**src/hdl/odis_pkg.sv**
```systemverilog
// package: register map, field layout and mode codes of the disable request inputs
package odis_pkg;

    ////////////////////////////////////////////////////////////////////////////
    // bus and block shape
    localparam int ADDR_W  = 8;
    localparam int DATA_W  = 32;
    localparam int SEL_W   = 4;
    localparam int CH_N    = 2;
    localparam int CTRL_W  = 16;
    localparam int IRQ_W   = 2;
    localparam int PRESC_W = 7;
    localparam int RUN_W   = 5;

    ////////////////////////////////////////////////////////////////////////////
    // register byte offsets
    localparam logic [ADDR_W-1:0] OFS_CTRL_A   = 8'h00;
    localparam logic [ADDR_W-1:0] OFS_CTRL_B   = 8'h04;
    localparam logic [ADDR_W-1:0] OFS_IRQ_STAT = 8'h08;
    localparam logic [ADDR_W-1:0] OFS_IRQ_MASK = 8'h0C;
    localparam logic [ADDR_W-1:0] OFS_PIN_STAT = 8'h10;

    ////////////////////////////////////////////////////////////////////////////
    // fields of request_input_ctrl_a / request_input_ctrl_b
    localparam int MODE_LSB   = 0;
    localparam int MODE_W     = 4;
    localparam int CNT_LSB    = 4;
    localparam int CNT_W      = 4;
    localparam int FLAG_BIT   = 12;
    localparam int LEGACY_BIT = 14;
    localparam int LANE_LO    = 0;
    localparam int LANE_HI    = 1;

    // fields of the pin status register
    localparam int PIN_LVL_LSB = 0;
    localparam int PIN_ACT_LSB = 4;
    localparam int RUN_LSB     = 8;
    localparam int RUN_STRIDE  = 8;

    ////////////////////////////////////////////////////////////////////////////
    // reset values
    localparam logic [MODE_W-1:0] MODE_RST = 4'h0;
    localparam logic [CNT_W-1:0]  CNT_RST  = 4'h0;
    localparam logic [IRQ_W-1:0]  MASK_RST = 2'h0;
    localparam logic [2:0]        SYNC_RST = 3'h7;

    ////////////////////////////////////////////////////////////////////////////
    // detection mode codes, four-bit field
    localparam logic [MODE_W-1:0] MODE_EDGE = 4'h0;
    localparam logic [MODE_W-1:0] MODE_D8   = 4'h1;
    localparam logic [MODE_W-1:0] MODE_D16  = 4'h2;
    localparam logic [MODE_W-1:0] MODE_D128 = 4'h3;
    localparam logic [MODE_W-1:0] MODE_D1   = 4'h4;
    localparam logic [MODE_W-1:0] MODE_D2   = 4'h5;
    localparam logic [MODE_W-1:0] MODE_D4   = 4'h6;

    // legacy two-bit codes
    localparam logic [1:0] LMODE_EDGE = 2'h0;
    localparam logic [1:0] LMODE_D8   = 2'h1;
    localparam logic [1:0] LMODE_D16  = 2'h2;
    localparam logic [1:0] LMODE_D128 = 2'h3;

    localparam logic [RUN_W-1:0] LEGACY_SAMPLES  = 5'h10;
    localparam logic [RUN_W-1:0] SAMPLE_BIAS_DEF = 5'h01;

    // prescaler masks: a sample is taken when (prescaler & mask) is zero
    localparam logic [PRESC_W-1:0] DIVM_1   = 7'h00;
    localparam logic [PRESC_W-1:0] DIVM_2   = 7'h01;
    localparam logic [PRESC_W-1:0] DIVM_4   = 7'h03;
    localparam logic [PRESC_W-1:0] DIVM_8   = 7'h07;
    localparam logic [PRESC_W-1:0] DIVM_16  = 7'h0F;
    localparam logic [PRESC_W-1:0] DIVM_128 = 7'h7F;

    typedef enum logic [1:0] {DET_OFF, DET_EDGE, DET_LEVEL} det_kind_t;

endpackage

```
**src/hdl/output_disable_input_detect.sv**
```systemverilog
// input detection for two active-low output-disable request pins
//
// Function
// - four-bit mode field in bits 3..0
// - code 0000 accepts on falling edge
// - codes 1..3 sample low at clk/8,16,128
// - codes 4..6 sample low at clk/1,2,4
// - four-bit field sets consecutive low samples
// - flag sets when selected condition occurs
// - flag clears by zero write after read
// - level modes clear only with pin high
// - legacy two-bit level modes need sixteen samples
//
// Added by the designer: the Wishbone interface to the registers and the register addresses.
`timescale 1ns/100ps
module output_disable_input_detect
    import odis_pkg::*;
#(
    parameter logic [RUN_W-1:0] SAMPLE_BIAS = SAMPLE_BIAS_DEF
)(
    // clock and reset
    input  logic              CORE_CLK,
    input  logic              NRST,
    // wishbone classic slave
    input  logic              WB_CYC_I,
    input  logic              WB_STB_I,
    input  logic              WB_WE_I,
    input  logic [ADDR_W-1:0] WB_ADR_I,
    input  logic [SEL_W-1:0]  WB_SEL_I,
    input  logic [DATA_W-1:0] WB_DAT_I,
    output logic [DATA_W-1:0] WB_DAT_O,
    output logic              WB_ACK_O,
    // request pins, active low
    input  logic              DISABLE_REQ_PIN_A_N,
    input  logic              DISABLE_REQ_PIN_B_N,
    // requests toward the output-disable control
    output logic              DISABLE_REQ_A,
    output logic              DISABLE_REQ_B,
    // interrupt
    output logic              IRQ
);

    logic                ack_r;
    logic [DATA_W-1:0]   rdata_r;
    logic [IRQ_W-1:0]    stat_r;
    logic [IRQ_W-1:0]    mask_r;
    logic                bus_req;
    logic                bus_wr;
    logic                bus_rd;
    logic                rd_stat;
    logic                wr_mask;
    logic [CH_N-1:0]     pin_n;
    logic [DATA_W-1:0]   pin_word;
    wire  [CH_N-1:0]     flag_vec;
    wire  [CH_N-1:0]     accept_vec;
    wire  [CH_N-1:0]     active_vec;
    wire  [CH_N-1:0]     level_vec;
    wire  [CTRL_W-1:0]   ctrl_rd [CH_N];
    wire  [RUN_W-1:0]    run_cnt [CH_N];

    assign pin_n = {DISABLE_REQ_PIN_B_N, DISABLE_REQ_PIN_A_N};

    ////////////////////////////////////////////////////////////////////////////
    // bus access: one request is taken per ack, ack drops the cycle after
    assign bus_req = WB_CYC_I && WB_STB_I && !ack_r;
    assign bus_wr  = bus_req && WB_WE_I;
    assign bus_rd  = bus_req && !WB_WE_I;
    assign rd_stat = bus_rd && (WB_ADR_I == OFS_IRQ_STAT);
    assign wr_mask = bus_wr && (WB_ADR_I == OFS_IRQ_MASK)
                     && WB_SEL_I[LANE_LO];

    always_ff @(posedge CORE_CLK) begin
        if (!NRST) begin
            ack_r <= 1'h0;
        end else begin
            ack_r <= bus_req;
        end
    end

    ////////////////////////////////////////////////////////////////////////////
    // per-channel detector, control register and request flag
    for (genvar i = 0; i < CH_N; i++) begin : g_ch
        localparam logic [ADDR_W-1:0] CH_OFS = (i == 0) ? OFS_CTRL_A
                                                        : OFS_CTRL_B;
        logic [MODE_W-1:0] mode_r;
        logic [CNT_W-1:0]  cnt_r;
        logic              legacy_r;
        logic              flag_r;
        logic              armed_r;
        logic              wr_hit;
        logic              rd_hit;
        logic              clr_req;
        logic              clr_ok;
        logic              accept;
        logic              level_mode;
        logic              pin_high;
        logic [RUN_W-1:0]  run_count;
        logic [CTRL_W-1:0] ctrl_word;

        assign wr_hit = bus_wr && (WB_ADR_I == CH_OFS);
        assign rd_hit = bus_rd && (WB_ADR_I == CH_OFS);

        disable_req_detect #(
            .SAMPLE_BIAS (SAMPLE_BIAS)
        ) u_detect (
            .clk        (CORE_CLK),
            .nrst       (NRST),
            .pin_n      (pin_n[i]),
            .mode       (mode_r),
            .count_sel  (cnt_r),
            .legacy     (legacy_r),
            .accept     (accept),
            .level_mode (level_mode),
            .pin_high   (pin_high),
            .run_count  (run_count)
        );

        // configuration fields; byte lane 0 holds mode and count
        always_ff @(posedge CORE_CLK) begin
            if (!NRST) begin
                mode_r <= MODE_RST;
                cnt_r  <= CNT_RST;
            end else if (wr_hit && WB_SEL_I[LANE_LO]) begin
                mode_r <= WB_DAT_I[MODE_LSB +: MODE_W];
                cnt_r  <= WB_DAT_I[CNT_LSB +: CNT_W];
            end
        end

        always_ff @(posedge CORE_CLK) begin
            if (!NRST) begin
                legacy_r <= 1'h0;
            end else if (wr_hit && WB_SEL_I[LANE_HI]) begin
                legacy_r <= WB_DAT_I[LEGACY_BIT];
            end
        end

        // a read that returns the flag as one arms the clear; any write to
        // the register, or the flag going low, disarms it
        always_ff @(posedge CORE_CLK) begin
            if (!NRST) begin
                armed_r <= 1'h0;
            end else if (rd_hit && flag_r) begin
                armed_r <= 1'h1;
            end else if (wr_hit || !flag_r) begin
                armed_r <= 1'h0;
            end
        end

        assign clr_req = wr_hit && WB_SEL_I[LANE_HI]
                         && !WB_DAT_I[FLAG_BIT];
        assign clr_ok  = clr_req && armed_r
                         && (!level_mode || pin_high);

        // a new acceptance in the clearing cycle keeps the flag set
        always_ff @(posedge CORE_CLK) begin
            if (!NRST) begin
                flag_r <= 1'h0;
            end else if (accept) begin
                flag_r <= 1'h1;
            end else if (clr_ok) begin
                flag_r <= 1'h0;
            end
        end

        always_comb begin
            ctrl_word                        = {CTRL_W{1'h0}};
            ctrl_word[MODE_LSB +: MODE_W]    = mode_r;
            ctrl_word[CNT_LSB +: CNT_W]      = cnt_r;
            ctrl_word[FLAG_BIT]              = flag_r;
            ctrl_word[LEGACY_BIT]            = legacy_r;
        end

        assign ctrl_rd[i]    = ctrl_word;
        assign run_cnt[i]    = run_count;
        assign flag_vec[i]   = flag_r;
        assign accept_vec[i] = accept;
        assign active_vec[i] = level_mode;
        assign level_vec[i]  = pin_high;
    end

    ////////////////////////////////////////////////////////////////////////////
    // interrupt status: sticky, cleared by reading it; a set in the read
    // cycle survives the clear
    always_ff @(posedge CORE_CLK) begin
        if (!NRST) begin
            stat_r <= MASK_RST;
        end else begin
            stat_r <= (stat_r & ~{IRQ_W{rd_stat}}) | accept_vec;
        end
    end

    always_ff @(posedge CORE_CLK) begin
        if (!NRST) begin
            mask_r <= MASK_RST;
        end else if (wr_mask) begin
            mask_r <= WB_DAT_I[IRQ_W-1:0];
        end
    end

    assign IRQ = |(stat_r & mask_r);

    ////////////////////////////////////////////////////////////////////////////
    // live pin levels, level-mode flags and low-run counts
    always_comb begin
        pin_word = {DATA_W{1'h0}};
        for (int c = 0; c < CH_N; c++) begin
            pin_word[PIN_LVL_LSB + c]                  = level_vec[c];
            pin_word[PIN_ACT_LSB + c]                  = active_vec[c];
            pin_word[RUN_LSB + c*RUN_STRIDE +: RUN_W]  = run_cnt[c];
        end
    end

    ////////////////////////////////////////////////////////////////////////////
    // read data is captured with the ack; unmapped addresses read zero
    always_ff @(posedge CORE_CLK) begin
        if (!NRST) begin
            rdata_r <= 32'h0000_0000;
        end else if (bus_rd) begin
            case (WB_ADR_I)
                OFS_CTRL_A:   rdata_r <= {{(DATA_W-CTRL_W){1'h0}},
                                          ctrl_rd[0]};
                OFS_CTRL_B:   rdata_r <= {{(DATA_W-CTRL_W){1'h0}},
                                          ctrl_rd[1]};
                OFS_IRQ_STAT: rdata_r <= {{(DATA_W-IRQ_W){1'h0}}, stat_r};
                OFS_IRQ_MASK: rdata_r <= {{(DATA_W-IRQ_W){1'h0}}, mask_r};
                OFS_PIN_STAT: rdata_r <= pin_word;
                default:      rdata_r <= 32'h0000_0000;
            endcase
        end
    end

    assign WB_DAT_O = rdata_r;
    assign WB_ACK_O = ack_r;

    ////////////////////////////////////////////////////////////////////////////
    // requests toward the disable logic track the flags
    assign DISABLE_REQ_A = flag_vec[0];
    assign DISABLE_REQ_B = flag_vec[1];

endmodule

```
**src/hdl/disable_req_detect.sv**
```systemverilog
// one disable request input: pin synchroniser, mode decode and low-run counter
`timescale 1ns/100ps
module disable_req_detect
    import odis_pkg::*;
#(
    parameter logic [RUN_W-1:0] SAMPLE_BIAS = SAMPLE_BIAS_DEF
)(
    // clock and reset
    input  logic              clk,
    input  logic              nrst,
    // request pin, active low, asynchronous
    input  logic              pin_n,
    // configuration
    input  logic [MODE_W-1:0] mode,
    input  logic [CNT_W-1:0]  count_sel,
    input  logic              legacy,
    // results
    output logic              accept,
    output logic              level_mode,
    output logic              pin_high,
    output logic [RUN_W-1:0]  run_count
);

    logic [2:0]         sync_r;
    logic               level_r;
    logic               prev_r;
    logic [PRESC_W-1:0] presc_r;
    logic [RUN_W-1:0]   run_r;
    logic [RUN_W-1:0]   need;
    logic [PRESC_W-1:0] div_mask;
    det_kind_t          kind;
    logic               tick;
    logic               fall;
    logic               hit;

    ////////////////////////////////////////////////////////////////////////////
    // three stages; the level only moves once stages two and three agree
    always_ff @(posedge clk) begin
        if (!nrst) begin
            sync_r <= SYNC_RST;
        end else begin
            sync_r <= {sync_r[1:0], pin_n};
        end
    end

    always_ff @(posedge clk) begin
        if (!nrst) begin
            level_r <= 1'h1;
            prev_r  <= 1'h1;
        end else begin
            if (sync_r[1] == sync_r[2]) begin
                level_r <= sync_r[2];
            end
            prev_r <= level_r;
        end
    end

    ////////////////////////////////////////////////////////////////////////////
    // mode decode; prohibited codes detect nothing
    always_comb begin
        kind     = DET_OFF;
        div_mask = DIVM_1;
        need     = {1'h0, count_sel} + SAMPLE_BIAS;
        if (legacy) begin
            need = LEGACY_SAMPLES;
            case (mode[1:0])
                LMODE_EDGE: kind = DET_EDGE;
                LMODE_D8: begin
                    kind     = DET_LEVEL;
                    div_mask = DIVM_8;
                end
                LMODE_D16: begin
                    kind     = DET_LEVEL;
                    div_mask = DIVM_16;
                end
                LMODE_D128: begin
                    kind     = DET_LEVEL;
                    div_mask = DIVM_128;
                end
                default: kind = DET_OFF;
            endcase
        end else begin
            case (mode)
                MODE_EDGE: kind = DET_EDGE;
                MODE_D8: begin
                    kind     = DET_LEVEL;
                    div_mask = DIVM_8;
                end
                MODE_D16: begin
                    kind     = DET_LEVEL;
                    div_mask = DIVM_16;
                end
                MODE_D128: begin
                    kind     = DET_LEVEL;
                    div_mask = DIVM_128;
                end
                MODE_D1: kind = DET_LEVEL;
                MODE_D2: begin
                    kind     = DET_LEVEL;
                    div_mask = DIVM_2;
                end
                MODE_D4: begin
                    kind     = DET_LEVEL;
                    div_mask = DIVM_4;
                end
                default: kind = DET_OFF;
            endcase
        end
    end

    ////////////////////////////////////////////////////////////////////////////
    // free-running prescaler: after a mode change the first sample may lag
    // by up to one division period, which keeps the logic small
    always_ff @(posedge clk) begin
        if (!nrst) begin
            presc_r <= DIVM_1;
        end else begin
            presc_r <= presc_r + 7'h01;
        end
    end

    assign tick = (presc_r & div_mask) == DIVM_1;

    // low-run counter restarts on any high sample and saturates at need
    always_ff @(posedge clk) begin
        if (!nrst) begin
            run_r <= 5'h00;
        end else if (kind != DET_LEVEL) begin
            run_r <= 5'h00;
        end else if (tick) begin
            if (level_r) begin
                run_r <= 5'h00;
            end else if (run_r != need) begin
                run_r <= run_r + 5'h01;
            end
        end
    end

    assign hit  = (kind == DET_LEVEL) && tick && !level_r
                  && ((run_r + 5'h01) == need);
    assign fall = prev_r && !level_r;

    assign accept     = (kind == DET_EDGE) ? fall : hit;
    assign level_mode = (kind == DET_LEVEL);
    assign pin_high   = level_r;
    assign run_count  = run_r;

endmodule

```
**config.mk**
```make
export PLATFORM = sky130hd
export DESIGN_NAME = output_disable_input_detect
export DESIGN_NICKNAME = d
export VERILOG_FILES = /design/src/hdl/odis_pkg.sv /design/src/hdl/output_disable_input_detect.sv /design/src/hdl/disable_req_detect.sv
export SDC_FILE = /design/constraint.sdc
export NUM_CORES = 1
export LEC_CHECK = 0
export ABC_AREA = 1
export BUFFER_PORTS_ARGS = -buffer_cell sky130_fd_sc_hd__buf_2
export CORE_MARGIN = 5
export CORE_UTILIZATION = 59
export CTS_CLUSTER_SIZE = 14
export DETAILED_ROUTE_END_ITERATION = 12
export PLACE_DENSITY = 0.85
export SLEW_MARGIN = 25
export SYNTH_ARGS = -nofsm -noshare
export SYNTH_HDL_FRONTEND = slang
export SYNTH_SLANG_ARGS = --single-unit
export TNS_END_PERCENT = 100
```
**constraint.sdc**
```tcl
create_clock -name CORE_CLK -period 5.2 [get_ports CORE_CLK]
set_clock_uncertainty 0.2 [all_clocks]
set_input_delay 1.04 -clock CORE_CLK [delete_from_list [all_inputs] [get_ports CORE_CLK]]
set_output_delay 1.04 -clock CORE_CLK [all_outputs]
set_load 0.005 [all_outputs]
```
== Word level (Yosys, flattened, before mapping) ==
Cells that the tools add are included.
Operators by class
  $add $sub $neg: 6
  equality and inequality tests: 34
  multiplexer cells: 29
  bitwise gates (word level): 7
  reductions and logical operators: 66
Operator list (count)
  $pmux W21 S5: 1
  $pmux W7 S5: 2
  $pmux W7 S3: 2
  $logic_and A1 B1 Y1: 31
  $mux W5: 6
  $eq A4 B3 Y1 const B: 6
  $eq A4 B2 Y1 const B: 4
  $eq A8 B4 Y1 const B: 2
  $pmux W2 S2: 4
  $add A7 B1 Y7 const B: 2
  $and A7 B7 Y7: 2
  $logic_not A7 Y1: 2
  $mux W7: 2
  $eq A2 B2 Y1 const B: 6
  $reduce_bool A2 Y1: 6
  $reduce_or A6 Y1: 2
  $add A4 B1 Y5 const B: 2
  $add A5 B1 Y5 const B: 2
  $eq A5 B5 Y1: 2
  $mux W1: 10
  $ne A5 B5 Y1: 2
  $logic_not A1 Y1: 9
  $eq A2 B1 Y1 const B: 4
  $eq A4 B1 Y1 const B: 2
  other kinds (16): 29
Storage, ports and cells
  bits in registers: 93
  input port bits: 51
  output and inout bits: 36
  logic and storage cells: 166

== Depth between registers and ports, before layout ==
Gate-level depths: netlist (run 1).
  depth in word-level cells: 10
  mapped depth: 12
  mapped depth without buffers: 12

== By module ==
Synthesis (run 1) repeated with hierarchy kept, for this count alone.
Unflattened totals
  cell total of the unflattened synthesis: 611
  area, all modules: 4344.2 sq um
By module, submodules not included
  output_disable_input_detect: instances 1, cells an instance 305, area an instance 2267.2 sq um, seq. area each 920.9 sq um
  disable_req_detect: instances 2, cells an instance 153, area an instance 1038.5 sq um, seq. area each 340.3 sq um

== Worst setup path before layout (run 1) ==
OpenSTA, ideal clock, no wires.
  path kind: input port to flip-flop
  start point: input port WB_ADR_I[4]
  end point: register g_ch[0].mode_r[2]
  setup time: 0.117 ns
  data arrival time: 1.926 ns
  required time: 4.883 ns
  path slack: 2.957 ns
  stages on the path: 9
  buffers on the path: 1
  path through: inv_1 nand3_4 nor2_4 nand2_2 inv_2 nand2_2 buf_6 o21ai_1 a21oi_1
On the way
  cells in the longest elaborated chain, start to end: 3
RTL lines
  start, declared: line output_disable_input_detect.sv:28  | input logic [ADDR_W-1:0] WB_ADR_I,
  $logic_not A8 Y1: line output_disable_input_detect.sv:100  | assign wr_hit = bus_wr && (WB_ADR_I == CH_OFS);
  $logic_and A1 B1 Y1: line output_disable_input_detect.sv:100
  $logic_and A1 B1 Y1: line output_disable_input_detect.sv:123  | end else if (wr_hit && WB_SEL_I[LANE_LO]) begin
  end signal, assigned: line output_disable_input_detect.sv:124  | mode_r <= WB_DAT_I[MODE_LSB +: MODE_W];
  end, declared: line output_disable_input_detect.sv:85  | logic [MODE_W-1:0] mode_r;
Every way passes these cells.
A chain may end at the register's enable or synchronous reset.

== Worst setup path in the final report (run 1) ==
  start point: input port NRST
  end point: register g_ch[0].u_detect.run_r[0]
On the way
  cells in the longest elaborated chain, start to end: 2
RTL lines
  start, declared: line output_disable_input_detect.sv:23  | input logic NRST,
  $not A1 Y1 (no line)
  $reduce_or A2 Y1 (no line)
  end signal, assigned: line disable_req_detect.sv:134  | run_r <= run_r + 5'h01;
  end, declared: line disable_req_detect.sv:28  | logic [RUN_W-1:0] run_r;
Every way passes these cells.

==> results of run 1 <==
critical path, stage by stage:
cell and delay, ns:
buf_2 0.50, clkinv_1 0.34, buf_4 0.33, nor2_1 0.35, nand2_1 0.09, nor2_1 0.10
cells by family after synthesis:
group / after synthesis
adder cells (fa/ha/maj): 6
flip-flops: 80
AND/OR/NAND/NOR: 310
buffers and inverters: 113
other: 1
AO/OA/AOI/OAI: 109
XOR/XNOR: 6
power by group through the flow:
stage	clock (µW)	sequential [µW]	combinational (µW)
3_3_place_gp	0	642	62.8
2_1_floorplan	0	642	44.4
5_1_grt	470	630	74.6
6_report	437	628	65.6
3_5_place_dp	0	643	65.2
4_1_cts	438	629	65.4
placed cells by master (no fill, tap or decap), types with 2 or more instances in the layout:
cell,instances
ha_1,6
o211ai_1,2
conb_1,13
nand4_1,12
nand3b_1,3
or2_2,6
nor2_2,3
o21ai_1,3
inv_1,76
xor2_1,4
a21oi_1,50
dfxtp_1,80
buf_4,2
nand2_1,139
nand2_2,7
nand2_4,3
clkbuf_8,9
nor2_1,67
a211oi_2,4
o22ai_1,10
nor4_1,2
nand3_2,4
nand3_4,3
nor3_1,4
a211oi_1,3
nand3_1,51
buf_2,49
nor2_4,3
o21ai_0,33
inv_2,7
a31oi_1,2
clkinv_2,2
xnor2_1,2
worst min-delay path by stage:
stage          slack, ns  cells after the start                                    end
5_1_grt             0.23                      1  g_ch[1].u_detect.sync_r[1]$_SDFF_PN1_
2_1_floorplan       0.19                      1  g_ch[0].u_detect.sync_r[1]$_SDFF_PN1_
3_3_place_gp        0.19                      1  g_ch[1].u_detect.sync_r[1]$_SDFF_PN1_
3_5_place_dp        0.20                      1  g_ch[1].u_detect.sync_r[1]$_SDFF_PN1_
6_report            0.22                      1  g_ch[1].u_detect.sync_r[1]$_SDFF_PN1_
4_1_cts             0.22                      1  g_ch[1].u_detect.sync_r[1]$_SDFF_PN1_
sequential cells by signal, indices dropped and copies added (netlist names), 6 cells and up:
register,flops
g_ch.cnt_r,8
g_ch.u_detect.run_count,10
g_ch.u_detect.presc_r,14
g_ch.mode_r,8
WB_DAT_O,19
g_ch.u_detect.sync_r,6
stage by stage:
step / utilization / setup slack [ns] / instances
2_1_floorplan: - / 2.957 / 637
3_3_place_gp: 0.6331 / 2.178 / 758
3_5_place_dp: 0.6331 / 2.146 / 758
4_1_cts: 0.6575 / 2.509 / 772
5_1_grt: 0.6575 / 2.290 / 772
6_report: 0.6575 / 2.519 / 772
layout make-up:
type / instances / area [µm²]
inverters: 84 / 315.3
repair buffers: 51 / 260.3
well taps: 99 / 123.9
multi-input cells: 444 / 2242
fillers: 648 / 2457
flip-flops and latches: 80 / 1602
clock buffers: 10 / 127.6
clock inverters: 4 / 47.55
metal layers:
layer  share of wire  vias up  wire length [µm]
li1                -     2089                 -
met3           0.085       22               881
met5               0        -                 0
met1            0.45     1863              4628
met4           0.016        0               163
met2            0.45      170              4682
==> results by group, run 1 <==
Logic synthesis
  • Post-Synth Simple-Gate Area: 0.3374
  • Mapped Cells: 625
  • Synth Area in Compound Gates: 0.1418
  • Syn Std Cell Area: 4305 µm²
  • Avg Cell Area, Syn: 6.889 µm²
  • Largest family of logic cells by synthesized area: simple AND/OR/NAND/NOR gates
  • Top FF cell, synth: dfxtp_1
  • Synth unique cells: 39
  • Number of synthesized flops with an enable pin: 0
  • Top post-synthesis cells by count: nand2_1, dfxtp_1, inv_1, nor2_1, nand3_1
  • Top post-synthesis cells by area: dfxtp_1, nand2_1, inv_1
  • Synth Register Bits: 80
  • Area share of fa/ha/maj cells after synthesis: 0.01744
  • Yosys warns: 0
  • Post-synthesis mux area share: 0
  • Most common cell in the netlist: nand2_1
  • Top cell type's share of synthesized area: 0.3720
  • Async SR Flop Fraction: 0
  • Seq/Total Area, Yosys: 0.3720
  • Largest area contributor in the netlist: dfxtp_1
  • Synth Area in XOR/XNOR: 0.01221

Route
  • First DRT Iteration DRCs: 335
  • Total wire length: 10360 µm
  • Vias: 4144
  • Router iterations before antenna repair: 5
  • DRC: 0
  • DR WL/cell: 13.41 µm
  • Vias per inst: 5.368
  • Routed Antenna Nets: 0

Placement
  • Buffers on Ports: 49
  • Routability congestion estimate: 0.8645
  • Final HPWL DP: 7675 µm
  • Placed Area: 4543 µm²

Die
  • Die Wd: 95.43 µm
  • Core area: 7176 µm²
  • Row cnt: 31
  • Top Ports: 87
  • Die area: 9106 µm²
  • Die H: 95.43 µm
  • Initial cell density of the core: 0.6000

Critical path
  • Worst flop-to-flop path endpoint: g_ch[0].u_detect.run_count[2]$_SDFFE_PP0P_
  • Worst Setup End Kind: flip-flop
  • Reg2Reg Depth: 12
  • Reg2reg start: g_ch[0].cnt_r[1]$_SDFFE_PN0P_
  • Worst setup startpoint: NRST
  • Worst Setup EP: g_ch[0].u_detect.run_count[0]$_SDFFE_PP0P_
  • Critical path class: in -> reg
  • Reg2Reg Setup Slack: 3.24 ns
  • Worst path required time: 5.29 ns
  • Worst EP arrival: 2.77 ns
  • Worst Setup Start Kind: input port
  • Crit Path Max Fanout: 38

GRT
  • Total GRT Usage: 0.2405
  • Initial antenna violation count: 0
  • Overflow after GRT: 0
  • Met1 usage: 0.3178
  • Most Crowded Layer GR: met2
  • Largest net degree at the start of global routing: 39
  • M2 GR Usage: 0.3971
  • Met3 usage: 0.05051
  • Global-route wire length before repair: 17330 µm
  • Vias in the first global route: 3853

Layout
  • Layout area overhead: 9.590%
  • Ant. Diodes: 0
  • Share of layout cells above drive strength 1: 0.1605
  • Nets: 727
  • Final Cell Area: 4718 µm²

Clock network
  • Num Clock Sinks: 80
  • Root buf cell: clkbuf_8
  • CTS tree: yes
  • Setup Buffers After CTS: 0
  • Htree depth: 3
  • Clock buffer depth: 2
  • TritonCTS buffer count: 9
  • Post-CTS Hold Fix Bufs: 0
  • CTS clk-pin slew, worst paths: 0.08 ns
  • Post_cts resized: 0
  • Worst skew pair latency: 0.35 ns

Power
  • Switching share of power: 0.2391
  • Internal: 860.9 µW
  • Clk pwr share: 0.387
  • Switching power: 270.6 µW
  • Power Dens Cells: 239.8 nW/µm²
  • Worst VDD drop: 131.3 µV
  • Design Power: 1131 µW
  • Flop pwr share: 0.555
  • Comb pwr share: 0.058
  • Pleak: 0.002054 µW

Timing
  • Slew HR: 0.5749
  • Final setup viols: 0
  • Slew Limit Fails: 0
  • Final hold slack: 0.2159 ns
  • RSZ-0062 raised after global routing: no
  • Actual slew at the worst max-slew pin: 0.6376 ns
  • Fmax: 0.3730 GHz
  • Setup TNS: 0 ns
  • Final Hold Viols: 0
  • Final Cycle Share: 0.5156
  • Tmin final: 2.681 ns

Job
  • Maxcap violations: 0

Status
  • Status: finished, final reports clean

Min path
  • Hold path start: g_ch[1].u_detect.sync_r[0]$_SDFF_PN1_
  • Worst min path class: reg -> reg
No activity file was read; power rests on OpenSTA's default activity.
==> inputs of run 2 (changes only) <==
--- a/config.mk
+++ b/config.mk
@@ -8,10 +8,10 @@
 export ABC_AREA = 1
 export BUFFER_PORTS_ARGS = -buffer_cell sky130_fd_sc_hd__buf_2
 export CORE_MARGIN = 5
-export CORE_UTILIZATION = 59
+export CORE_UTILIZATION = 55
 export CTS_CLUSTER_SIZE = 14
 export DETAILED_ROUTE_END_ITERATION = 12
-export PLACE_DENSITY = 0.85
+export PLACE_DENSITY = 0.8
 export SLEW_MARGIN = 25
 export SYNTH_ARGS = -nofsm -noshare
 export SYNTH_HDL_FRONTEND = slang
==> constraint.sdc (replaced) <==
create_clock -name CORE_CLK -period 2.5 [get_ports CORE_CLK]
set_clock_uncertainty 0.2 [all_clocks]
set_input_delay 0.5 -clock CORE_CLK [delete_from_list [all_inputs] [get_ports CORE_CLK]]
set_output_delay 0.5 -clock CORE_CLK [all_outputs]
set_load 0.005 [all_outputs]
==> results by group, run 2 (synthesized netlist as in run 1, its figures left out) <==
Status
  • Status: finished, final reports clean

Critical path
  • Worst path cell trace: ha_1 > nand2_2 > nand2_2 > o21ai_1 > nand2_1 > nand2_1 > nor2_2 > nand3_4 > nand2_4 > nand2_1 > a21oi_1
  • Buf/Inv on CP: 0
  • Worst Setup Start Kind: flip-flop
  • Slowest stage delay, CP: 0.46 ns
  • Worst EP arrival: 2.00 ns
  • Critical path class: reg -> reg
  • Crit path top cell by count: nand2_1
  • Slowest cell on crit path: dfxtp_1
  • Top cell family by delay on the critical path: simple AND/OR/NAND/NOR gates
  • Worst Setup End Kind: flip-flop
  • Worst path required time: 2.58 ns
  • Crit Path Max Fanout: 8

GRT
  • Global-route wire length before repair: 17360 µm
  • Total GRT Usage: 0.2175
  • Vias in the first global route: 3797
  • Largest net degree at the start of global routing: 38
  • Initial antenna violation count: 0
  • Overflow after GRT: 0

Route
  • Vias per inst: 5.388
  • Router iterations before antenna repair: 7
  • Routed Antenna Nets: 0
  • DRC: 0
  • DR WL/cell: 13.47 µm
  • Vias: 4197
  • First DRT Iteration DRCs: 386
  • Total wire length: 10500 µm

Clock network
  • Post-CTS Hold Fix Bufs: 0
  • Htree depth: 3
  • CTS clk-pin slew, worst paths: 0.08 ns
  • Worst skew pair latency: 0.36 ns
  • Setup Buffers After CTS: 0
  • Num Clock Sinks: 80
  • Root buf cell: clkbuf_8
  • CTS tree: yes
  • Post_cts resized: 0
  • Clock buffer depth: 2
  • TritonCTS buffer count: 9

Timing
  • Final Cycle Share: 0.7657
  • Final Hold Viols: 0
  • Tmin final: 1.914 ns
  • Setup TNS: 0 ns
  • Setup ws final: 0.5858 ns
  • Final setup viols: 0
  • RSZ-0062 raised after global routing: no
  • Slew Limit Fails: 0
  • Fmax: 0.5224 GHz

Placement
  • Buffers on Ports: 49
  • Routability congestion estimate: 0.8943
  • Final HPWL DP: 7808 µm
  • Pre-CTS WS: 0.4747 ns

Min path
  • Worst min path class: in -> reg

Layout
  • Share of layout cells above drive strength 1: 0.1654
  • Layout area overhead: 11.65%
  • Most common cell after layout, fill and taps aside: nand2_1
  • Filler instances: 723
  • Largest register FFs: 19
  • Nets: 729
  • Most frequent cells in the layout: nand2_1, dfxtp_1, inv_1
  • Ant. Diodes: 0

Power
  • Worst VDD drop: 388.4 µV
  • Pleak: 0.002100 µW
  • Power Dens Cells: 544.1 nW/µm²

Die
  • Die area: 9697 µm²
  • Top Ports: 87
  • Row cnt: 32
  • Core area: 7687 µm²
  • Die H: 98.48 µm
  • Initial cell density of the core: 0.5601
  • Die Wd: 98.48 µm

Job
  • Maxcap violations: 0
-- run 2: report_power, final --
| group | internal (µW) | leakage [µW] | switching (µW) |
|---|---|---|---|
| Combinational | 49.7 | 0.00133 | 90.5 |
| Sequential | 1290 | 0.000648 | 12.1 |
| Clock | 691 | 0.000124 | 477 |
-- run 2: worst register-to-register path, cell delays in order, from the launching register on --
cell     delay, ns
dfxtp_1       0.46
ha_1          0.23
nand2_2       0.08
nand2_2       0.07
o21ai_1       0.11
nand2_1       0.08
nand2_1       0.07
nor2_2        0.15
nand3_4       0.13
nand2_4       0.09
nand2_1       0.05
a21oi_1       0.14
-- run 2: through the flow --
step / hold slack [ns] / total power, µW / utilization / cell area, µm² / instances
finish: 0.1303 / 2616 / 0.6253 / 4807 / 779
floorplan: 0.1925 / 1428 / - / 4350 / 637
global route: 0.1201 / 2708 / 0.6253 / 4807 / 779
global placement: 0.1939 / 1471 / 0.5934 / 4562 / 763
CTS: 0.1255 / 2622 / 0.6253 / 4807 / 779
detailed placement: 0.2007 / 1476 / 0.5934 / 4562 / 763
-- run 2: worst paths after layout --
| path | start | endpoint | slack (ns) | cells past startpoint |
|---|---|---|---|---|
| hold / removal | DISABLE_REQ_PIN_B_N | g_ch[1].u_detect.sync_r[0]$_SDFF_PN1_ | 0.13 | 2 |
| setup / recovery | g_ch[1].cnt_r[0]$_SDFFE_PN0P_ | g_ch[1].u_detect.run_count[4]$_SDFFE_PP0P_ | 0.59 | 11 |
| hold reg to reg | g_ch[1].u_detect.sync_r[0]$_SDFF_PN1_ | g_ch[1].u_detect.sync_r[1]$_SDFF_PN1_ | 0.22 | 1 |
| setup reg to reg | g_ch[1].cnt_r[0]$_SDFFE_PN0P_ | g_ch[1].u_detect.run_count[4]$_SDFFE_PP0P_ | 0.59 | 11 |
-- run 2: layer usage --
layer,vias to the layer above,global-route usage,share of wire
met5,-,0,0
met4,0,0.05567,0.014
met3,18,0.05449,0.10
met2,213,0.3526,0.45
met1,1869,0.2914,0.44
li1,2097,-,-
-- run 2: final cells by class --
| type | instances | area, µm² | area share |
|---|---|---|---|
| Clock buffer | 11 | 141.4 | 0.02941 |
| Clock inverter | 5 | 103.9 | 0.02160 |
| Inverter | 84 | 315.3 | 0.06559 |
| Multi-Input combinational cell | 444 | 2242 | 0.4664 |
| Sequential cell | 80 | 1602 | 0.3332 |
| Tap cell | 102 | 127.6 | 0.02655 |
| Timing Repair Buffer | 53 | 275.3 | 0.05726 |
==> inputs of run 3 (changes only) <==
==> constraint.sdc (replaced) <==
create_clock -name CORE_CLK -period 1.9 [get_ports CORE_CLK]
set_clock_uncertainty 0.2 [all_clocks]
set_input_delay 0.38 -clock CORE_CLK [delete_from_list [all_inputs] [get_ports CORE_CLK]]
set_output_delay 0.38 -clock CORE_CLK [all_outputs]
set_load 0.005 [all_outputs]
==> results by group, run 3 (synthesized netlist as in run 1, its figures left out) <==
Critical path
  • Worst path required time: 1.99 ns
  • Worst Setup Start Kind: flip-flop
  • Critical path class: reg -> reg
  • Worst Setup End Kind: flip-flop
  • Crit Path Max Fanout: 24
  • Worst EP arrival: 1.91 ns

Route
  • First DRT Iteration DRCs: 293
  • Routed Antenna Nets: 0
  • Vias: 4226
  • DRC: 0
  • Router iterations before antenna repair: 5
  • Vias per inst: 5.370
  • Total wire length: 10570 µm
  • DR WL/cell: 13.42 µm

Power
  • Design Power: 3121 µW
  • Worst VDD drop: 441.4 µV
  • Comb pwr share: 0.060
  • Switching power: 755.7 µW
  • Clk pwr share: 0.390
  • Internal: 2366 µW
  • Switching share of power: 0.2421
  • Power Dens Cells: 644.6 nW/µm²
  • Pleak: 0.002119 µW
  • Flop pwr share: 0.551

GRT
  • Overflow after GRT: 0
  • Initial antenna violation count: 0
  • Largest net degree at the start of global routing: 38
  • Total GRT Usage: 0.2191
  • Global-route wire length before repair: 17440 µm
  • Vias in the first global route: 3786

Layout
  • Filler instances: 717
  • Layout area overhead: 12.47%
  • Share of layout cells above drive strength 1: 0.1839
  • Ant. Diodes: 0
  • Most frequent cells in the layout: nand2_1, dfxtp_1, inv_1
  • Final Cell Area: 4842 µm²
  • Nets: 739
  • Largest register FFs: 19
  • Most common cell after layout, fill and taps aside: nand2_1

Clock network
  • Htree depth: 3
  • Clock buffer depth: 2
  • CTS clk-pin slew, worst paths: 0.08 ns
  • CTS tree: yes
  • Post-CTS Hold Fix Bufs: 0
  • TritonCTS buffer count: 9
  • Setup Buffers After CTS: 0
  • Worst skew pair latency: 0.35 ns
  • Root buf cell: clkbuf_8
  • Num Clock Sinks: 80
  • Post_cts resized: 0

Timing
  • Final Hold Viols: 0
  • Slew Limit Fails: 0
  • Final Cycle Share: 0.9578
  • Fmax: 0.5495 GHz
  • Final setup viols: 0
  • Setup TNS: 0 ns
  • Tmin final: 1.820 ns
  • RSZ-0062 raised after global routing: yes

Placement
  • Buffers on Ports: 49
  • Placed Area: 4637 µm²
  • Final HPWL DP: 8024 µm
  • Routability congestion estimate: 0.8901

Die
  • Die H: 98.48 µm
  • Die Wd: 98.48 µm
  • Core area: 7687 µm²
  • Initial cell density of the core: 0.5601
  • Row cnt: 32
  • Die area: 9697 µm²
  • Top Ports: 87

Job
  • Maxcap violations: 0

Min path
  • Worst min path class: in -> reg

Status
  • Status: finished, final reports clean
## run 3: worst max-delay path, cell delays in order (launching register included)
cell	delay, ns
dfxtp_1	0.31
nand3b_1	0.22
nor2_2	0.35
buf_4	0.31
o21ai_0	0.20
a21oi_1	0.16
## run 3: path summary, 6_finish.rpt
kind                                              start                                    end  slack (ns)  depth (start not counted)
setup reg to reg                    WB_ACK_O$_SDFF_PN0_               WB_DAT_O[4]$_SDFFE_PN0P_        0.08                          5
setup / recovery                    WB_ACK_O$_SDFF_PN0_               WB_DAT_O[4]$_SDFFE_PN0P_        0.08                          5
hold reg to reg   g_ch[0].u_detect.sync_r[0]$_SDFF_PN1_  g_ch[0].u_detect.sync_r[1]$_SDFF_PN1_        0.22                          1
hold / removal                      DISABLE_REQ_PIN_B_N  g_ch[1].u_detect.sync_r[0]$_SDFF_PN1_        0.01                          2
## run 3: per-layer routing
layer  up-vias  wire, µm  track usage
li1       2108         -            -
met1      1924      4732       0.2976
met2       174      4778       0.3526
met3        20       843      0.03680
met4         0       211      0.07773
met5         -         0            0
## run 3: final cells by class
class                      instances  area (µm²)  area share
clock buffer                       9       123.9     0.02558
sequential                        80        1605      0.3315
tap                              102       127.6     0.02636
inverter                          84       317.8     0.06563
clock inverter                     5       60.06     0.01240
multi-input combinational        444        2257      0.4661
timing repair buffer              63       350.3     0.07235
## run 3: metrics by stage
| stage | hold WS (ns) | worst slack, ns | std cells | utilization |
|---|---|---|---|---|
| 5_1_grt | 0.01237 | -0.008749 | 787 | 0.6299 |
| 2_1_floorplan | 0.1925 | 0.2557 | 637 | - |
| 3_5_place_dp | 0.2071 | 0.02468 | 773 | 0.6032 |
| 4_1_cts | 0.002157 | 0.04012 | 787 | 0.6271 |
| 3_3_place_gp | 0.1946 | 0.07865 | 773 | 0.6032 |
| 6_report | 0.01105 | 0.08019 | 787 | 0.6299 |
## run 3: power by group through the flow
| stage | clock [µW] | sequential [µW] | combinational, µW |
|---|---|---|---|
| after floorplan | 0 | 1760 | 122 |
| after global placement | 0 | 1760 | 181 |
| after detailed placement | 0 | 1760 | 185 |
| after CTS | 1230 | 1720 | 186 |
| after global routing | 1300 | 1720 | 207 |
| final | 1220 | 1720 | 186 |
